**src/ccbo_defines.svh**
```systemverilog
/*
  constants of the clear, complement and decimal-adjust datapath:
  opcode encodings, bcd thresholds, reset values.
  assumes inclusion by bare name from the design files.
*/
`ifndef CCBO_DEFINES_SVH
`define CCBO_DEFINES_SVH

`define CCBO_OP_NONE 3'h0
`define CCBO_OP_BYTE_CLEAR 3'h1
`define CCBO_OP_BIT_CLEAR 3'h2
`define CCBO_OP_WATCHDOG_CLEAR 3'h3
`define CCBO_OP_COMPLEMENT_IN_PLACE 3'h4
`define CCBO_OP_COMPLEMENT_TO_ACC 3'h5
`define CCBO_OP_DECIMAL_ADJUST 3'h6
`define CCBO_BYTE_ZERO 8'h00
`define CCBO_NIBBLE_MAX 4'h9
`define CCBO_NIBBLE_ADJ 4'h6
`define CCBO_ACC_RST 8'h00
`define CCBO_ADDR_RST 7'h00

`endif

```
**src/ccbo_pkg.sv**
```systemverilog
/*
  types of the clear, complement and decimal-adjust datapath.
  assumes ccbo_defines.svh holds the numeric values.
*/
package ccbo_pkg;
  typedef logic [2:0] ccbo_op_t;
  typedef logic [7:0] ccbo_byte_t;
  typedef logic [6:0] ccbo_addr_t;
endpackage : ccbo_pkg

```
**src/ccbo_datapath.sv**
```systemverilog
/*
  clear, complement and decimal-adjust datapath of the core.
  holds accumulator, zero-result and watchdog status flags; writes data memory
  through a one-cycle write strobe. assumes decode presents one op per cycle
  with the memory byte already read onto MEM_RDATA_I, same clock domain.
  decimal adjust tests the high nibble after the low carry has rippled in,
  so a ripple out of nibble f still adds six and sets the carry.
*/
// How it works
// - byte clear writes zero to memory
// - bit clear zeroes one selected bit
// - watchdog clear restarts counter, clears both flags
// - complement in place writes inverse, sets zero
// - complement to accumulator loads inverse, sets zero
// - complement to accumulator leaves memory alone
// - decimal adjust writes corrected accumulator to memory
// - low nibble plus six if above nine/half-carry
// - high nibble plus six if above nine/carry
module ccbo_datapath (
  input wire logic SYS_CLK_I,
  input wire logic RESETN_I,
  input wire logic OP_VALID_I,
  input wire logic [2:0] OP_CODE_I,
  input wire logic [6:0] OP_ADDR_I,
  input wire logic [2:0] OP_BIT_I,
  input wire logic [7:0] MEM_RDATA_I,
  input wire logic [7:0] ACC_I,
  input wire logic ACC_LOAD_I,
  input wire logic CARRY_FLAG_I,
  input wire logic HALF_CARRY_FLAG_I,
  input wire logic TIMEOUT_SET_I,
  input wire logic POWER_DOWN_SET_I,
  output logic MEM_WE_O,
  output logic [6:0] MEM_ADDR_O,
  output logic [7:0] MEM_WDATA_O,
  output logic [7:0] ACC_O,
  output logic ZERO_FLAG_O,
  output logic CARRY_FLAG_O,
  output logic WATCHDOG_COUNTER_CLEAR_O,
  output logic TIMEOUT_STATUS_FLAG_O,
  output logic POWER_DOWN_STATUS_FLAG_O
);
`include "ccbo_defines.svh"

  // registered state and next values
  logic mem_we_r, mem_we_nxt;
  ccbo_pkg::ccbo_addr_t mem_addr_r, mem_addr_nxt;
  ccbo_pkg::ccbo_byte_t mem_wdata_r, mem_wdata_nxt;
  ccbo_pkg::ccbo_byte_t acc_r, acc_nxt;
  logic zero_r, zero_nxt;
  logic carry_r, carry_nxt;
  logic wdt_clr_r, wdt_clr_nxt;
  logic timeout_r, timeout_nxt;
  logic pdown_r, pdown_nxt;
  // nibble corrector links and helpers
  logic [3:0] lo_adj, hi_adj;
  logic [4:0] hi_sum;
  logic lo_carry, hi_carry, hi_force;
  ccbo_pkg::ccbo_byte_t inv_byte;
  ccbo_pkg::ccbo_byte_t bit_mask;

  // low nibble corrector
  ccbo_nibble_adj u_lo (
    .nib_i(acc_r[3:0]),
    .force_i(HALF_CARRY_FLAG_I),
    .nib_o(lo_adj),
    .carry_o(lo_carry)
  );

  // high nibble plus low carry, five bits so a ripple out of f is kept
  assign hi_sum = {1'b0, acc_r[7:4]} + {4'h0, lo_carry};
  // a ripple past the nibble counts as above nine
  assign hi_force = CARRY_FLAG_I | hi_sum[4];
  ccbo_nibble_adj u_hi (
    .nib_i(hi_sum[3:0]),
    .force_i(hi_force),
    .nib_o(hi_adj),
    .carry_o(hi_carry)
  );

  // complement and bit-clear helpers
  assign inv_byte = ~MEM_RDATA_I;
  assign bit_mask = ~(8'h01 << OP_BIT_I);

  // next state of datapath registers
  always_comb begin
    mem_we_nxt = 1'b0;
    mem_addr_nxt = mem_addr_r;
    mem_wdata_nxt = mem_wdata_r;
    acc_nxt = ACC_LOAD_I ? ACC_I : acc_r;
    zero_nxt = zero_r;
    carry_nxt = CARRY_FLAG_I;
    wdt_clr_nxt = 1'b0;
    timeout_nxt = timeout_r | TIMEOUT_SET_I;
    pdown_nxt = pdown_r | POWER_DOWN_SET_I;
    // only a valid op writes memory or claims a flag
    if (OP_VALID_I) begin
      case (OP_CODE_I)
        `CCBO_OP_BYTE_CLEAR: begin
          mem_we_nxt = 1'b1;
          mem_addr_nxt = OP_ADDR_I;
          mem_wdata_nxt = `CCBO_BYTE_ZERO;
        end
        `CCBO_OP_BIT_CLEAR: begin
          mem_we_nxt = 1'b1;
          mem_addr_nxt = OP_ADDR_I;
          mem_wdata_nxt = MEM_RDATA_I & bit_mask;
        end
        `CCBO_OP_WATCHDOG_CLEAR: begin
          wdt_clr_nxt = 1'b1;
          timeout_nxt = 1'b0;
          pdown_nxt = 1'b0;
        end
        `CCBO_OP_COMPLEMENT_IN_PLACE: begin
          mem_we_nxt = 1'b1;
          mem_addr_nxt = OP_ADDR_I;
          mem_wdata_nxt = inv_byte;
          zero_nxt = (inv_byte == `CCBO_BYTE_ZERO);
        end
        `CCBO_OP_COMPLEMENT_TO_ACC: begin
          acc_nxt = inv_byte;
          zero_nxt = (inv_byte == `CCBO_BYTE_ZERO);
        end
        `CCBO_OP_DECIMAL_ADJUST: begin
          mem_we_nxt = 1'b1;
          mem_addr_nxt = OP_ADDR_I;
          mem_wdata_nxt = {hi_adj, lo_adj};
          carry_nxt = CARRY_FLAG_I | hi_carry | hi_sum[4];
        end
        default: begin
          mem_we_nxt = 1'b0;
        end
      endcase
    end
  end

  // register stage
  always_ff @(posedge SYS_CLK_I or negedge RESETN_I) begin
    if (!RESETN_I) begin
      mem_we_r <= 1'b0;
      mem_addr_r <= `CCBO_ADDR_RST;
      mem_wdata_r <= `CCBO_BYTE_ZERO;
      acc_r <= `CCBO_ACC_RST;
      zero_r <= 1'b0;
      carry_r <= 1'b0;
      wdt_clr_r <= 1'b0;
      timeout_r <= 1'b0;
      pdown_r <= 1'b0;
    end else begin
      mem_we_r <= mem_we_nxt;
      mem_addr_r <= mem_addr_nxt;
      mem_wdata_r <= mem_wdata_nxt;
      acc_r <= acc_nxt;
      zero_r <= zero_nxt;
      carry_r <= carry_nxt;
      wdt_clr_r <= wdt_clr_nxt;
      timeout_r <= timeout_nxt;
      pdown_r <= pdown_nxt;
    end
  end

  // outputs straight from flip-flops
  assign MEM_WE_O = mem_we_r;
  assign MEM_ADDR_O = mem_addr_r;
  assign MEM_WDATA_O = mem_wdata_r;
  assign ACC_O = acc_r;
  assign ZERO_FLAG_O = zero_r;
  assign CARRY_FLAG_O = carry_r;
  assign WATCHDOG_COUNTER_CLEAR_O = wdt_clr_r;
  assign TIMEOUT_STATUS_FLAG_O = timeout_r;
  assign POWER_DOWN_STATUS_FLAG_O = pdown_r;
endmodule : ccbo_datapath

```
**src/ccbo_nibble_adj.sv**
```systemverilog
/*
  one bcd nibble corrector: adds six when above nine or forced.
  assumes a 4-bit binary nibble from an addition of two bcd digits.
*/
module ccbo_nibble_adj (
  input wire logic [3:0] nib_i,
  input wire logic force_i,
  output logic [3:0] nib_o,
  output logic carry_o
);
`include "ccbo_defines.svh"

  logic [4:0] sum;

  // conditional add of six, carry out for the next nibble
  always_comb begin
    if ((nib_i > `CCBO_NIBBLE_MAX) || force_i) begin
      sum = {1'b0, nib_i} + {1'b0, `CCBO_NIBBLE_ADJ};
    end else begin
      sum = {1'b0, nib_i};
    end
    nib_o = sum[3:0];
    carry_o = sum[4];
  end
endmodule : ccbo_nibble_adj

```
**config.mk**
```make
export PLATFORM = sky130hd
export DESIGN_NAME = ccbo_datapath
export DESIGN_NICKNAME = d
export VERILOG_FILES = /design/src/ccbo_pkg.sv /design/src/ccbo_datapath.sv /design/src/ccbo_nibble_adj.sv
export VERILOG_INCLUDE_DIRS = /design/src
export SDC_FILE = /design/constraint.sdc
export NUM_CORES = 1
export LEC_CHECK = 0
export BUFFER_PORTS_ARGS = -buffer_cell sky130_fd_sc_hd__buf_4
export CORE_ASPECT_RATIO = 0.7
export CORE_UTILIZATION = 53
export DETAILED_ROUTE_END_ITERATION = 8
export MAX_ROUTING_LAYER = met4
export PLACE_DENSITY = 0.92
export SYNTH_ARGS = -nofsm -noshare
export SYNTH_HDL_FRONTEND = slang
export SYNTH_HIERARCHICAL = 1
export SYNTH_SLANG_ARGS = --single-unit
```
**constraint.sdc**
```tcl
create_clock -name SYS_CLK_I -period 3.6 [get_ports SYS_CLK_I]
set_clock_uncertainty 0.05 [all_clocks]
set_input_delay 0.36 -clock SYS_CLK_I [delete_from_list [all_inputs] [get_ports SYS_CLK_I]]
set_output_delay 0.36 -clock SYS_CLK_I [all_outputs]
set_load 0.02 [all_outputs]
```
; ---- Yosys cells after proc, flatten, opt, wreduce, memory -nomap -nowiden
; Index checks and enable logic that the tools add are counted.
[totals]
elab_cells = 54
out_inout_bits = 29
inputBits = 37
register_bits = 29
[classes]
n_shift = 1
n_lt_le_gt_ge = 2
n_reduce_logical = 9
eq_ne = 6
n_bitwise = 8
muxes = 16
add_sub_neg = 3
[ops]
columns = cell, count
row1 = 8-bit case mux with 4 select lines, 1
row2 = 8-bit 2-to-1 mux, 3
row3 = 8-bit inverter, 2
row4 = 4-bit by 3-bit adder with 5-bit output (second input constant), 2
row5 = 1-bit 2-to-1 mux, 10
row6 = 5-bit 2-to-1 mux, 2
row7 = 3-bit == test (second input constant), 3
row8 = 8-bit AND, 1
row9 = 4-bit greater-than comparator (second input constant), 2
row10 = 8-bit zero test, 1
row11 = 1-bit by 3-bit << shifter with 8-bit output (first input constant), 1
row12 = 3-bit by 2-bit == test with 1-bit output (second input constant), 2
row13 = 2-bit AND reduction, 3
row14 = 4-bit by 1-bit adder with 5-bit output, 1
row15 = 1-bit OR, 5
row16 = 4-bit nonzero test, 1
row17 = 4-bit OR reduction, 1
row18 = 3-bit by 1-bit == test with 1-bit output (second input constant), 1
row19 = 1-bit logical OR, 2
row20 = 2-bit OR reduction, 1

; ---- Logic depth before layout (Yosys ltp)
; Gate-level depths: netlist (run 1).
[logic_depth]
word_depth = 11
ltp_mapped = 11
ltp_nobuf = 11

; ---- Cells and area by module
; The synthesis (run 1) kept the hierarchy.
[modules_own_cells]
columns = module, cells_each, area_each_um2, seq_area_each_um2, instances
row1 = ccbo_datapath, 144, 1616.6, 725.7, 1
row2 = ccbo_nibble_adj, 13, 97.6, 0.0, 2

; ---- Worst setup path after synthesis (run 1)
; Ideal clock, no wire load.
[synth_path]
kind = register -> register
startpoint = register acc_r[1], in the netlist ACC_O[1]
endpoint = register mem_wdata_r[7], in the netlist MEM_WDATA_O[7]
arrival_ps = 2287
synth_period_minus_slack_ps = 2459
setup_time_ps = 122
setup_slack_ps = 1141
path_buffers = 0
required_ps = 3428
path_stages_with_launch = 11
cell_sequence = dfrtp_1 o21a_1 ha_1 ha_1 xor2_1 inv_1 ha_1 a211o_1 nand2b_1 a32oi_1 o2bb2ai_1
[synth_between]
elab_chain_len = 8
elab_cells_between_ends = 11
cone_classes = 3 x add/sub / 2 x order compare / 3 x mux / 1 x bitwise / 2 x reduce/logical
[synth_lines]
columns = element, line_no
row1 = start: declaration, ccbo_datapath.sv:49  ; ccbo_pkg::ccbo_byte_t acc_r, acc_nxt;
row2 = start signal: assignment, ccbo_datapath.sv:143  ; acc_r <= `CCBO_ACC_RST;
row3 = start signal: assignment, ccbo_datapath.sv:153  ; acc_r <= acc_nxt;
row4 = 4-bit greater-than comparator (no source line), -
row5 = 1-bit logical OR, ccbo_nibble_adj.sv:17  ; if ((nib_i > `CCBO_NIBBLE_MAX) || force_i) begin
row6 = 5-bit 2-to-1 mux (*), ccbo_nibble_adj.sv:17
row7 = net lo_carry, ccbo_datapath.sv:58  ; logic lo_carry, hi_carry, hi_force;
row8 = 4-bit by 1-bit adder with 5-bit output (*), ccbo_datapath.sv:71  ; assign hi_sum = {1'b0, acc_r[7:4]} + {4'h0, lo_carry};
row9 = net hi_sum[2], ccbo_datapath.sv:57  ; logic [4:0] hi_sum;
row10 = 4-bit greater-than comparator (no source line), -
row11 = 1-bit logical OR, ccbo_nibble_adj.sv:17
row12 = 5-bit 2-to-1 mux (*), ccbo_nibble_adj.sv:17
row13 = net hi_adj[3], ccbo_datapath.sv:56  ; logic [3:0] lo_adj, hi_adj;
row14 = 8-bit case mux with 4 select lines (*), ccbo_datapath.sv:98  ; case (OP_CODE_I)
row15 = end signal: assignment, ccbo_datapath.sv:142  ; mem_wdata_r <= `CCBO_BYTE_ZERO;
row16 = end signal: assignment, ccbo_datapath.sv:152  ; mem_wdata_r <= mem_wdata_nxt;
row17 = end: declaration, ccbo_datapath.sv:48  ; ccbo_pkg::ccbo_byte_t mem_wdata_r, mem_wdata_nxt;
; Mark *: on every way through the listed nets, which the timed path passes. The rest lies on a longest branch.
; A chain may end at the register's enable or synchronous reset.

; ---- Final worst setup path (run 1)
[layout_path]
startpoint = register acc_r[2], in the netlist ACC_O[2]
endpoint = register mem_wdata_r[7], in the netlist MEM_WDATA_O[7]
; The elaborated chain is that of the path after synthesis.

==> summary.md, run 1 <==
| Metric | Value |
|---|---|
| Status | `completed` |
| Async SR Flop Fraction | `1.00` |
| Total gr overflow | `0` |
| Area after DPL | `2310 sq um` |
| Core box area | `3210 sq um` |
| Sw Share | `0.315` |
| GRT Util Overall | `0.271` |
| Arrival time at the worst endpoint | `2710 ps` |
| Htree depth | `2` |
| Top cells by area, synth | `dfrtp_1 (40%), mux2_4 (5.8%), mux2_2 (5.0%)` |
| Final Slew Violations | `0` |
| Peak VDD IR | `342 uV` |
| Clock power share | `0.297` |
| Fin crit share | `0.718` |
| Via count | `1591` |
| Post-route setup TNS | `0 ps` |
| Cts repair resizes | `0` |
| Int Pwr | `696 uW` |
| Initial antenna violation count | `0` |
| ANT nets after route | `0` |
| Avg WL per Cell | `15.9 microns` |
| Max-Cap Viols | `0` |
| CTS tree | `yes` |
| Clock Path Buffers | `2` |
| CP max stage delay | `460 ps` |
| Complex-gate fraction of the synthesized area | `0.165` |
| Post-DP HPWL | `3290 microns` |
| Seq pwr share | `0.389` |
| Unrepaired setup endpoints after global routing | `false` |
| Share of layout cells above drive strength 1 | `0.400` |
| Switch Pwr | `320 uW` |
| Die X | `71.9 microns` |
| Reg clk slew, reported paths | `70 ps` |
| Simple-gate area share of the yosys netlist | `0.249` |
| Combinational share of power | `0.314` |
| CP Cell Sequence | `o21a_1 > ha_1 > ha_1 > xor2_1 > inv_1 > ha_1 > a211o_1 > nand2b_1 > a32oi_1 > o2bb2ai_1` |
| Total CTS buffers | `5` |
| # diodes | `0` |
| Crit. End Element | `register` |
| Delay-heaviest family, CP | `compound AO/OA/AOI/OAI gates` |
| CP startpoint kind | `register` |
| First-pass iteration count of the detailed router | `4` |
| Main synth FF type | `dfrtp_1` |
| Post-synthesis xor/xnor area fraction | `0.00967` |
| CP Data Required Time | `3730 ps` |
| Top Ports | `66` |
| Top-area cell type share of the netlist area | `0.401` |
| Synth-to-layout area growth | `33.8%` |
| Flops & latches, synth | `29` |
| Synthesized area | `1810 sq um` |
| Root buf cell | `clkbuf_8` |
| Most frequent CP cell | `ha_1` |
| WL final | `4480 microns` |
| Period minus WS final | `2580 ps` |
| Netlist cell types | `42` |
| Largest family of logic cells by synthesized area | `simple AND/OR/NAND/NOR gates` |
| Sequential share of the synthesized area | `0.401` |
| Slew @ Worst Pin | `608 ps` |
| Slowest-stage cell, CP | `dfrtp_1` |
| Final GP Congestion | `0.801` |
| Pin count of the biggest net entering global routing | `33` |
| Initial DRC count | `95` |
| Yosys warning count | `6` |
| Setup Crit Path Kind | `register to register` |
| CP Max Fanout | `7` |
| Cell row count | `17` |
| Via-to-Cell Ratio | `5.64` |
| Initial Util | `0.564` |
| Fmax | `387 MHz` |
| WP buf/inv | `1` |
| Adder-cell share of the synthesized area | `0.0276` |
| Synth area leader | `dfrtp_1` |
| Num Clock Sinks | `29` |
| Final Cell Area | `2420 sq um` |
| Synth Instances | `170` |
| Pleak | `0.00112 uW` |
| Setup violations, final | `0` |
| Multiplexer share of the synthesized area | `0.108` |
| First-pass GRT wire length | `7080 microns` |
| Worst rel slew slack | `0.593` |
| Power Density | `419 nW/um^2` |
| Die area | `3660 sq um` |
| Vias in the first global route | `1486` |
| DIE HEIGHT | `50.9 microns` |
| Syn Area/Cell | `10.7 sq um` |
| Port bufs | `65` |
| Final Net Count | `275` |
| EDFF count, synth | `0` |
| Synthesized net count | `211` |
| Final Hold Viols | `0` |
| Skew-Pair Late Insertion Delay | `290 ps` |
| Post-route DRC | `0` |
| HP Class | `input pin to register` |
[per-stage QoR]
stage | setup slack (ps) | hold WS [ps] | cells | util | power, uW
2_1_floorplan | 1140 | 14.4 | 170 | - | 589
6_report | 1020 | 236 | 282 | 0.755 | 1020
4_1_cts | 1030 | 232 | 282 | 0.755 | 1020
3_5_place_dp | 1030 | 251 | 273 | 0.720 | 716
3_3_place_gp | 1130 | 253 | 273 | 0.720 | 708
5_1_grt | 833 | 246 | 282 | 0.755 | 1070
[final timing paths]
| path | startpoint | end | slack [ps] | cells after the start |
|---|---|---|---|---|
| min in group asynchronous | RESETN_I | MEM_ADDR_O[6] | 500 | 2 |
| setup / recovery | ACC_O[2] | MEM_WDATA_O[7] | 1020 | 10 |
| setup reg to reg | ACC_O[2] | MEM_WDATA_O[7] | 1020 | 10 |
| max in group asynchronous | RESETN_I | ACC_O[1] | 2730 | 2 |
| hold / removal | POWER_DOWN_SET_I | POWER_DOWN_STATUS_FLAG_O | 240 | 3 |
| hold reg to reg | MEM_WDATA_O[3] | MEM_WDATA_O[3] | 450 | 1 |
[worst min-delay path, delay by kind of cell]
family,cells,cell delay [ps]
buffers and inverters,1,80
and+or+nand+nor,2,100
[state kept, by name, indices dropped and copies added, names as in the netlist]
name / cells
ACC_O: 8
MEM_WDATA_O: 8
MEM_ADDR_O: 7
CARRY_FLAG_O: 1
MEM_WE_O: 1
POWER_DOWN_STATUS_FLAG_O: 1
TIMEOUT_STATUS_FLAG_O: 1
WATCHDOG_COUNTER_CLEAR_O: 1
ZERO_FLAG_O: 1
[cell usage after synthesis (2+ instances only)]
cell,count
a211o_1,2
a211oi_1,4
a21oi_1,4
a22o_1,4
a32oi_1,4
buf_2,2
buf_4,2
clkbuf_1,3
clkbuf_2,2
dfrtp_1,29
ha_1,4
inv_1,5
mux2_2,8
mux2_4,7
nand2_1,9
nand2b_1,9
nand3_1,2
nand3b_1,3
nand4_1,2
nand4b_1,2
nand4bb_1,3
nor2_1,5
nor2b_1,9
nor3b_1,7
nor4b_2,2
nor4bb_1,4
o21a_1,2
o21ai_0,10
o2bb2ai_1,4
o32ai_1,4
or2_1,2
[placed cells by master (no fill, tap or decap), drive strengths merged, types with 5 or more instances in the layout]
cell type,n
nor3b,7
buf,65
o21ai,10
nor2,5
dfrtp,29
nand2b,9
nand2,9
mux2,15
inv,6
nor2b,9
clkbuf,7
[cell families (layout without fill, tap and decap cells)]
group | after synthesis | after routing
buffers and inverters | 15 | 80
DFF | 29 | 29
xor gates and xnor gates | 2 | 2
adders and majority gates | 4 | 4
AOI/OAI and AO/OA | 41 | 41
muxes | 15 | 15
and+or+nand+nor | 64 | 64
[per-layer routing]
metal  wire length [microns]  GRT usage
met1                    2150      0.370
met2                    1990      0.388
met3                     247     0.0513
met4                      87      0.131
met5                       0          -
[cell type report]
type	instances	area, sq um
clock buffer	7	96.3
clock inverter	1	5.00
fill	231	788
inverter	6	27.5
multi-input combinational	126	1010
sequential	29	726
tap	47	58.8
timing repair buffer	66	498
[power by group through the flow]
stage | Sequential, uW | Clock [uW] | Combinational (uW)
floorplan | 441 | 0 | 148
global placement | 397 | 0 | 311
detailed placement | 400 | 0 | 317
CTS | 395 | 306 | 319
global route | 400 | 322 | 344
finish | 395 | 302 | 319
[repair_timing]
item	4_1_cts	5_1_grt
buffers inserted	0	0
hold buffers	1	0
hold endpoints to repair	29	0
(Power assumes the default switching activity.)
==> run 2, diff against run 1 <==
--- a/config.mk
+++ b/config.mk
@@ -8,10 +8,10 @@
 export LEC_CHECK = 0
 export BUFFER_PORTS_ARGS = -buffer_cell sky130_fd_sc_hd__buf_4
 export CORE_ASPECT_RATIO = 0.7
-export CORE_UTILIZATION = 53
+export CORE_UTILIZATION = 49
 export DETAILED_ROUTE_END_ITERATION = 8
 export MAX_ROUTING_LAYER = met4
-export PLACE_DENSITY = 0.92
+export PLACE_DENSITY = 0.86
 export SYNTH_ARGS = -nofsm -noshare
 export SYNTH_HDL_FRONTEND = slang
 export SYNTH_HIERARCHICAL = 1
==> constraint.sdc (replaced) <==
create_clock -name SYS_CLK_I -period 2.6 [get_ports SYS_CLK_I]
set_clock_uncertainty 0.05 [all_clocks]
set_input_delay 0.26 -clock SYS_CLK_I [delete_from_list [all_inputs] [get_ports SYS_CLK_I]]
set_output_delay 0.26 -clock SYS_CLK_I [all_outputs]
set_load 0.02 [all_outputs]
==> summary.md, run 2 (synthesis results as in run 1) <==
| Metric | Value |
|---|---|
| Arrival time at the worst endpoint | `2540 ps (-170 ps)` |
| Most frequent CP cell | `ha_1` |
| CP Data Required Time | `2710 ps (-1020 ps)` |
| CP Max Fanout | `8 (+1)` |
| Power Density | `602 nW/um^2 (+44%)` |
| Initial antenna violation count | `0 (unchanged)` |
| Post-route DRC | `0 (unchanged)` |
| Final Slew Violations | `0 (unchanged)` |
| R2R Setup Slk | `170 ps (-840 ps)` |
| Final Cell Area | `2450 sq um (+1.1%)` |
| Clock Path Buffers | `2 (unchanged)` |
| Worst rel slew slack | `0.618 (+0.0249)` |
| Commonest cells after routing, fill and taps aside | `buf_4 (66), dfrtp_1 (29), o21ai_0 (10)` |
| Final GP Congestion | `0.838 (+4.6%)` |
| WL final | `4320 microns (-3.5%)` |
| Share of layout cells above drive strength 1 | `0.398 (-0.00169)` |
| Peak VDD IR | `401 uV (+17%)` |
| Total CTS buffers | `5 (unchanged)` |
| Setup violations, final | `0 (unchanged)` |
| Port bufs | `65 (unchanged)` |
| Switch Pwr | `433 uW (+36%)` |
| Post-DP HPWL | `3100 microns (-5.7%)` |
| HP Class | `input pin to register` |
| Die area | `3950 sq um (+7.9%)` |
| DIE HEIGHT | `52.9 microns (+3.8%)` |
| Status | `completed` |
| Fmax | `412 MHz (+6.4%)` |
| Die X | `74.7 microns (+3.9%)` |
| # diodes | `0 (unchanged)` |
| ANT nets after route | `0 (unchanged)` |
| Area after DPL | `2320 sq um (+0.49%)` |
| Htree depth | `2 (unchanged)` |
| Worst r2r src | `ACC_O[1]` |
| FF-to-FF End | `MEM_WDATA_O[7]` |
| Combinational share of power | `0.305 (-0.009)` |
| Area occupied by multi-input gates | `1010 sq um (unchanged)` |
| DP Worst Slack | `178 ps (-853 ps)` |
| Slowest-stage cell, CP | `dfrtp_1` |
| GRT Util Overall | `0.246 (-0.0245)` |
| Root buf cell | `clkbuf_8` |
| First-pass GRT wire length | `6770 microns (-4.4%)` |
| Setup Crit Path Kind | `register to register` |
| Pin count of the biggest net entering global routing | `33 (unchanged)` |
| Via count | `1575 (-1.0%)` |
| CTS tree | `yes` |
| Core box area | `3540 sq um (+10%)` |
| CP max stage delay | `470 ps (about the same)` |
| Pleak | `0.00112 uW (+0.81%)` |
| Synth-to-layout area growth | `35.2%` |
| Commonest non-fill, non-tap cell in the layout | `buf_4` |
| Inst Count DP | `277 (+1.5%)` |
| Avg WL per Cell | `15.1 microns (-4.9%)` |
| Clock power share | `0.325 (+0.028)` |
| Reg clk slew, reported paths | `60 ps (about the same)` |
| Int Pwr | `1040 uW (+50%)` |
| Period minus WS final | `2430 ps (-155 ps)` |
| Initial Util | `0.512 (-0.0517)` |
| Register area | `726 sq um (unchanged)` |
| Num Clock Sinks | `29 (unchanged)` |
| Fin crit share | `0.934 (+0.216)` |
| Top Ports | `66 (unchanged)` |
| CP Cell Sequence | `o21a_1 > ha_1 > ha_1 > inv_1 > ha_1 > a211o_1 > nand2b_1 > a32oi_1 > o2bb2ai_1` |
| First-pass iteration count of the detailed router | `4 (unchanged)` |
| Max-Cap Viols | `0 (unchanged)` |
| Worst R2R Path Depth | `9 (-1)` |
| Crit path launch | `ACC_O[1]` |
| Slew @ Worst Pin | `571 ps (-37.2 ps)` |
| Post-route setup TNS | `0 ps (unchanged)` |
| Skew-Pair Late Insertion Delay | `280 ps (about the same)` |
| Seq pwr share | `0.371 (-0.018)` |
| Cell row count | `18 (+1)` |
| Vias in the first global route | `1401 (-5.7%)` |
| Sw Share | `0.294 (-0.0209)` |
| Non-filler cells, final | `286 (+1.4%)` |
| Critical Path End | `MEM_WDATA_O[7]` |
| Final core occ | `0.693 (-0.0617)` |
| Final Net Count | `276 (+0.36%)` |
| Final Worst Setup Slack | `172 ps (-845 ps)` |
| Crit. End Element | `register` |
| Total gr overflow | `0 (unchanged)` |
| Initial DRC count | `96 (+1.1%)` |
| Via-to-Cell Ratio | `5.51 (-2.4%)` |
| Fillers | `295 (+28%)` |
| Final Hold Viols | `0 (unchanged)` |
| CP startpoint kind | `register` |
| Unrepaired setup endpoints after global routing | `false` |
run 2: changes by cell type in the layout (fill, tap and decap cells not counted), sizes merged:
cell / delta
buf: +1
bufinv: +1
clkinv: -1
run 2: through the flow:
step | power (uW) | hold WS (ps)
after floorplan | 815 | -85.6
after global placement | 990 | 160
after detailed placement | 998 | 157
after CTS | 1480 | 142
after global routing | 1560 | 146
final | 1470 | 146
run 2: worst min-delay path by stage:
| stage | startpoint | endpoint | slack (ps) | depth (start not counted) |
|---|---|---|---|---|
| final | POWER_DOWN_SET_I | POWER_DOWN_STATUS_FLAG_O | 150 | 3 |
| after global placement | RESETN_I | MEM_WDATA_O[1] | 160 | 1 |
| after global routing | OP_ADDR_I[6] | MEM_ADDR_O[6] | 150 | 2 |
| after detailed placement | RESETN_I | MEM_WDATA_O[4] | 160 | 1 |
| after CTS | POWER_DOWN_SET_I | POWER_DOWN_STATUS_FLAG_O | 140 | 3 |
| after floorplan | RESETN_I | ACC_O[0] | -90 | 0 |
run 2: layer usage:
metal  global-route usage  vias up  part of all wire
li1                     -      769                 -
met1                0.351      757              0.52
met2                0.345       44              0.42
met3               0.0629        5             0.050
met4               0.0660        0            0.0063
met5                    -        -                 0
run 2: worst max-delay path, delay by kind of cell (launching register included):
family                     cells  cell delay [ps]
AOI/OAI and AO/OA              4              810
adders and majority gates      3              800
buffers and inverters          1               60
DFF                            1              470
and+or+nand+nor                1              140
run 2: repair_timing:
item / in CTS / in global routing
endpoints found under the hold margin: 29 / 0
resized for setup: 0 / 0
hold buffers: 1 / 0
buffers inserted: 0 / 0
run 2: area by class of cell:
| cell class | count | area share |
|---|---|---|
| multi-input combinational | 126 | 0.413 |
| timing repair buffer | 67 | 0.206 |
| clock buffer | 7 | 0.0352 |
| tap | 50 | 0.0255 |
| clock inverter | 1 | 0.0123 |
| sequential | 29 | 0.296 |
| inverter | 6 | 0.0112 |
run 2: power groups by stage:
stage               clock [uW]  combinational (uW)  sequential (uW)
finish                     479                 449              546
global route               516                 488              553
detailed placement           0                 445              553
floorplan                    0                 205              610
global placement             0                 440              551
CTS                        486                 450              546
==> run 3, diff against run 2 <==
--- a/config.mk
+++ b/config.mk
@@ -7,7 +7,7 @@
 export NUM_CORES = 1
 export LEC_CHECK = 0
 export BUFFER_PORTS_ARGS = -buffer_cell sky130_fd_sc_hd__buf_4
-export CORE_ASPECT_RATIO = 0.7
+export CORE_ASPECT_RATIO = 1.5
 export CORE_UTILIZATION = 49
 export DETAILED_ROUTE_END_ITERATION = 8
 export MAX_ROUTING_LAYER = met4
==> summary.md, run 3 (synthesis results as in run 1) <==
| Metric | Value |
|---|---|
| Worst rel slew slack | `0.635 (+0.0173)` |
| Port bufs | `65 (unchanged)` |
| Die area | `3950 sq um (about the same)` |
| Htree depth | `2 (unchanged)` |
| Fin crit share | `0.930 (-0.00425)` |
| Fmax | `414 MHz (+0.46%)` |
| CP startpoint kind | `register` |
| CP max stage delay | `460 ps (about the same)` |
| Total CTS buffers | `5 (unchanged)` |
| Commonest non-fill, non-tap cell in the layout | `buf_4` |
| Busiest grt layer | `met2` |
| Final Net Count | `276 (unchanged)` |
| Final Slew Violations | `0 (unchanged)` |
| Arrival time at the worst endpoint | `2540 ps (about the same)` |
| Commonest cells after routing, fill and taps aside | `buf_4 (66), dfrtp_1 (29), o21ai_0 (10)` |
| Avg WL per Cell | `15.0 microns (-0.81%)` |
| Met2 Resource Use GR | `0.378 (+0.0326)` |
| Pleak | `0.00111 uW (-1.2%)` |
| Initial DRC count | `43 (-55%)` |
| Setup violations, final | `0 (unchanged)` |
| Slew @ Worst Pin | `545 ps (-25.8 ps)` |
| Crit. End Element | `register` |
| Hold slack final | `153 ps (+6.44 ps)` |
| CP Max Fanout | `8 (unchanged)` |
| Status | `completed` |
| CP Data Required Time | `2720 ps (about the same)` |
| Clock Path Buffers | `2 (unchanged)` |
| # diodes | `0 (unchanged)` |
| Post-DP HPWL | `3020 microns (-2.8%)` |
| First-pass iteration count of the detailed router | `4 (unchanged)` |
| Area after DPL | `2310 sq um (-0.43%)` |
| Reg clk slew, reported paths | `60 ps (about the same)` |
| Skew-Pair Late Insertion Delay | `280 ps (about the same)` |
| ANT nets after route | `0 (unchanged)` |
| Final Cell Area | `2410 sq um (-1.8%)` |
| Inst Count DP | `269 (-2.9%)` |
| Initial Util | `0.520 (+0.00810)` |
| Max-Cap Viols | `0 (unchanged)` |
| Die X | `51.7 microns (-31%)` |
| CTS tree | `yes` |
| Final GP Congestion | `0.747 (-11%)` |
| Period minus WS final | `2420 ps (-11.1 ps)` |
| Non-filler cells, final | `278 (-2.8%)` |
| Via count | `1585 (+0.63%)` |
| Pin count of the biggest net entering global routing | `33 (unchanged)` |
| Via-to-Cell Ratio | `5.70 (+3.5%)` |
| First-pass GRT wire length | `6710 microns (-0.92%)` |
| Post-route setup TNS | `0 ps (unchanged)` |
| Register area | `726 sq um (unchanged)` |
| WL final | `4160 microns (-3.6%)` |
| Met3 Usage GRT | `0.0519 (-0.0110)` |
| Cell row count | `26 (+8)` |
| Core box area | `3480 sq um (-1.6%)` |
| Root buf cell | `clkbuf_8` |
| Post-route DRC | `0 (unchanged)` |
| Initial antenna violation count | `0 (unchanged)` |
| Fillers | `274 (-7.1%)` |
| Setup Crit Path Kind | `register to register` |
| Unrepaired setup endpoints after global routing | `false` |
| Final Hold Viols | `0 (unchanged)` |
| Top Ports | `66 (unchanged)` |
| CP Cell Sequence | `o21a_1 > ha_1 > ha_1 > inv_1 > ha_1 > a211o_1 > nand2b_1 > a32oi_1 > o2bb2ai_1` |
| HP Class | `input pin to register` |
| Delay-heaviest family, CP | `adder cells` |
| GRT met1 Usage | `0.264 (-0.0870)` |
| Slowest-stage cell, CP | `dfrtp_1` |
| GRT Util Overall | `0.229 (-0.0168)` |
| Share of layout cells above drive strength 1 | `0.398 (unchanged)` |
| Most frequent CP cell | `ha_1` |
| DP Worst Slack | `193 ps (+14.3 ps)` |
| Final Worst Setup Slack | `183 ps (+11.1 ps)` |
| Synth-to-layout area growth | `32.8%` |
| DIE HEIGHT | `76.5 microns (+45%)` |
| Power Density | `556 nW/um^2 (-7.6%)` |
| Num Clock Sinks | `29 (unchanged)` |
| Peak VDD IR | `372 uV (-7.2%)` |
| WP buf/inv | `1 (unchanged)` |
| Vias in the first global route | `1520 (+8.5%)` |
| Total gr overflow | `0 (unchanged)` |
| Area occupied by multi-input gates | `1010 sq um (unchanged)` |
[run 3: changes by cell type in the layout (fill, tap and decap cells not counted), sizes merged]
cell,before,now
bufinv,1,0
clkbuf,7,6
clkinv,0,2
[run 3: area by class of cell]
| type | count | area share |
|---|---|---|
| sequential | 29 | 0.302 |
| clock inverter | 2 | 0.00416 |
| timing repair buffer | 67 | 0.210 |
| tap | 42 | 0.0218 |
| inverter | 6 | 0.0114 |
| multi-input combinational | 126 | 0.421 |
| clock buffer | 6 | 0.0302 |
[run 3: routing by layer]
metal  vias up  routed length, microns  part of all wire
met3         7                     289             0.069
li1        765                       -                 -
met2        75                    2060              0.50
met5         -                       0                 0
met4         0                      68             0.016
met1       738                    1740              0.42
[run 3: stage by stage]
stage               power (uW)  utilization
floorplan                  815            -
global placement           986        0.665
detailed placement         990        0.665
CTS                       1350        0.691
global route              1410        0.691
finish                    1340        0.691
[run 3: path summary, 6_finish.rpt]
kind | startpoint | to | slack, ps | depth (start not counted)
max | ACC_O[1] | MEM_WDATA_O[7] | 180 | 9
min reg2reg | MEM_WDATA_O[5] | MEM_WDATA_O[5] | 450 | 1
max reg2reg | ACC_O[1] | MEM_WDATA_O[7] | 180 | 9
min in group asynchronous | RESETN_I | CARRY_FLAG_O | 390 | 2
min | CARRY_FLAG_I | CARRY_FLAG_O | 150 | 2
max in group asynchronous | RESETN_I | WATCHDOG_COUNTER_CLEAR_O | 1830 | 2
[run 3: power by group]
part / internal (uW) / total, uW / switching, uW
sequential: 503 / 545 / 42.3
clock: 185 / 350 / 165
combinational: 227 / 443 / 216
[run 3: what timing repair did]
item | in CTS | in global routing
resized for setup | 0 | 0
hold endpoints to repair | 29 | 0
buffers inserted | 0 | 0
hold buffers | 1 | 0
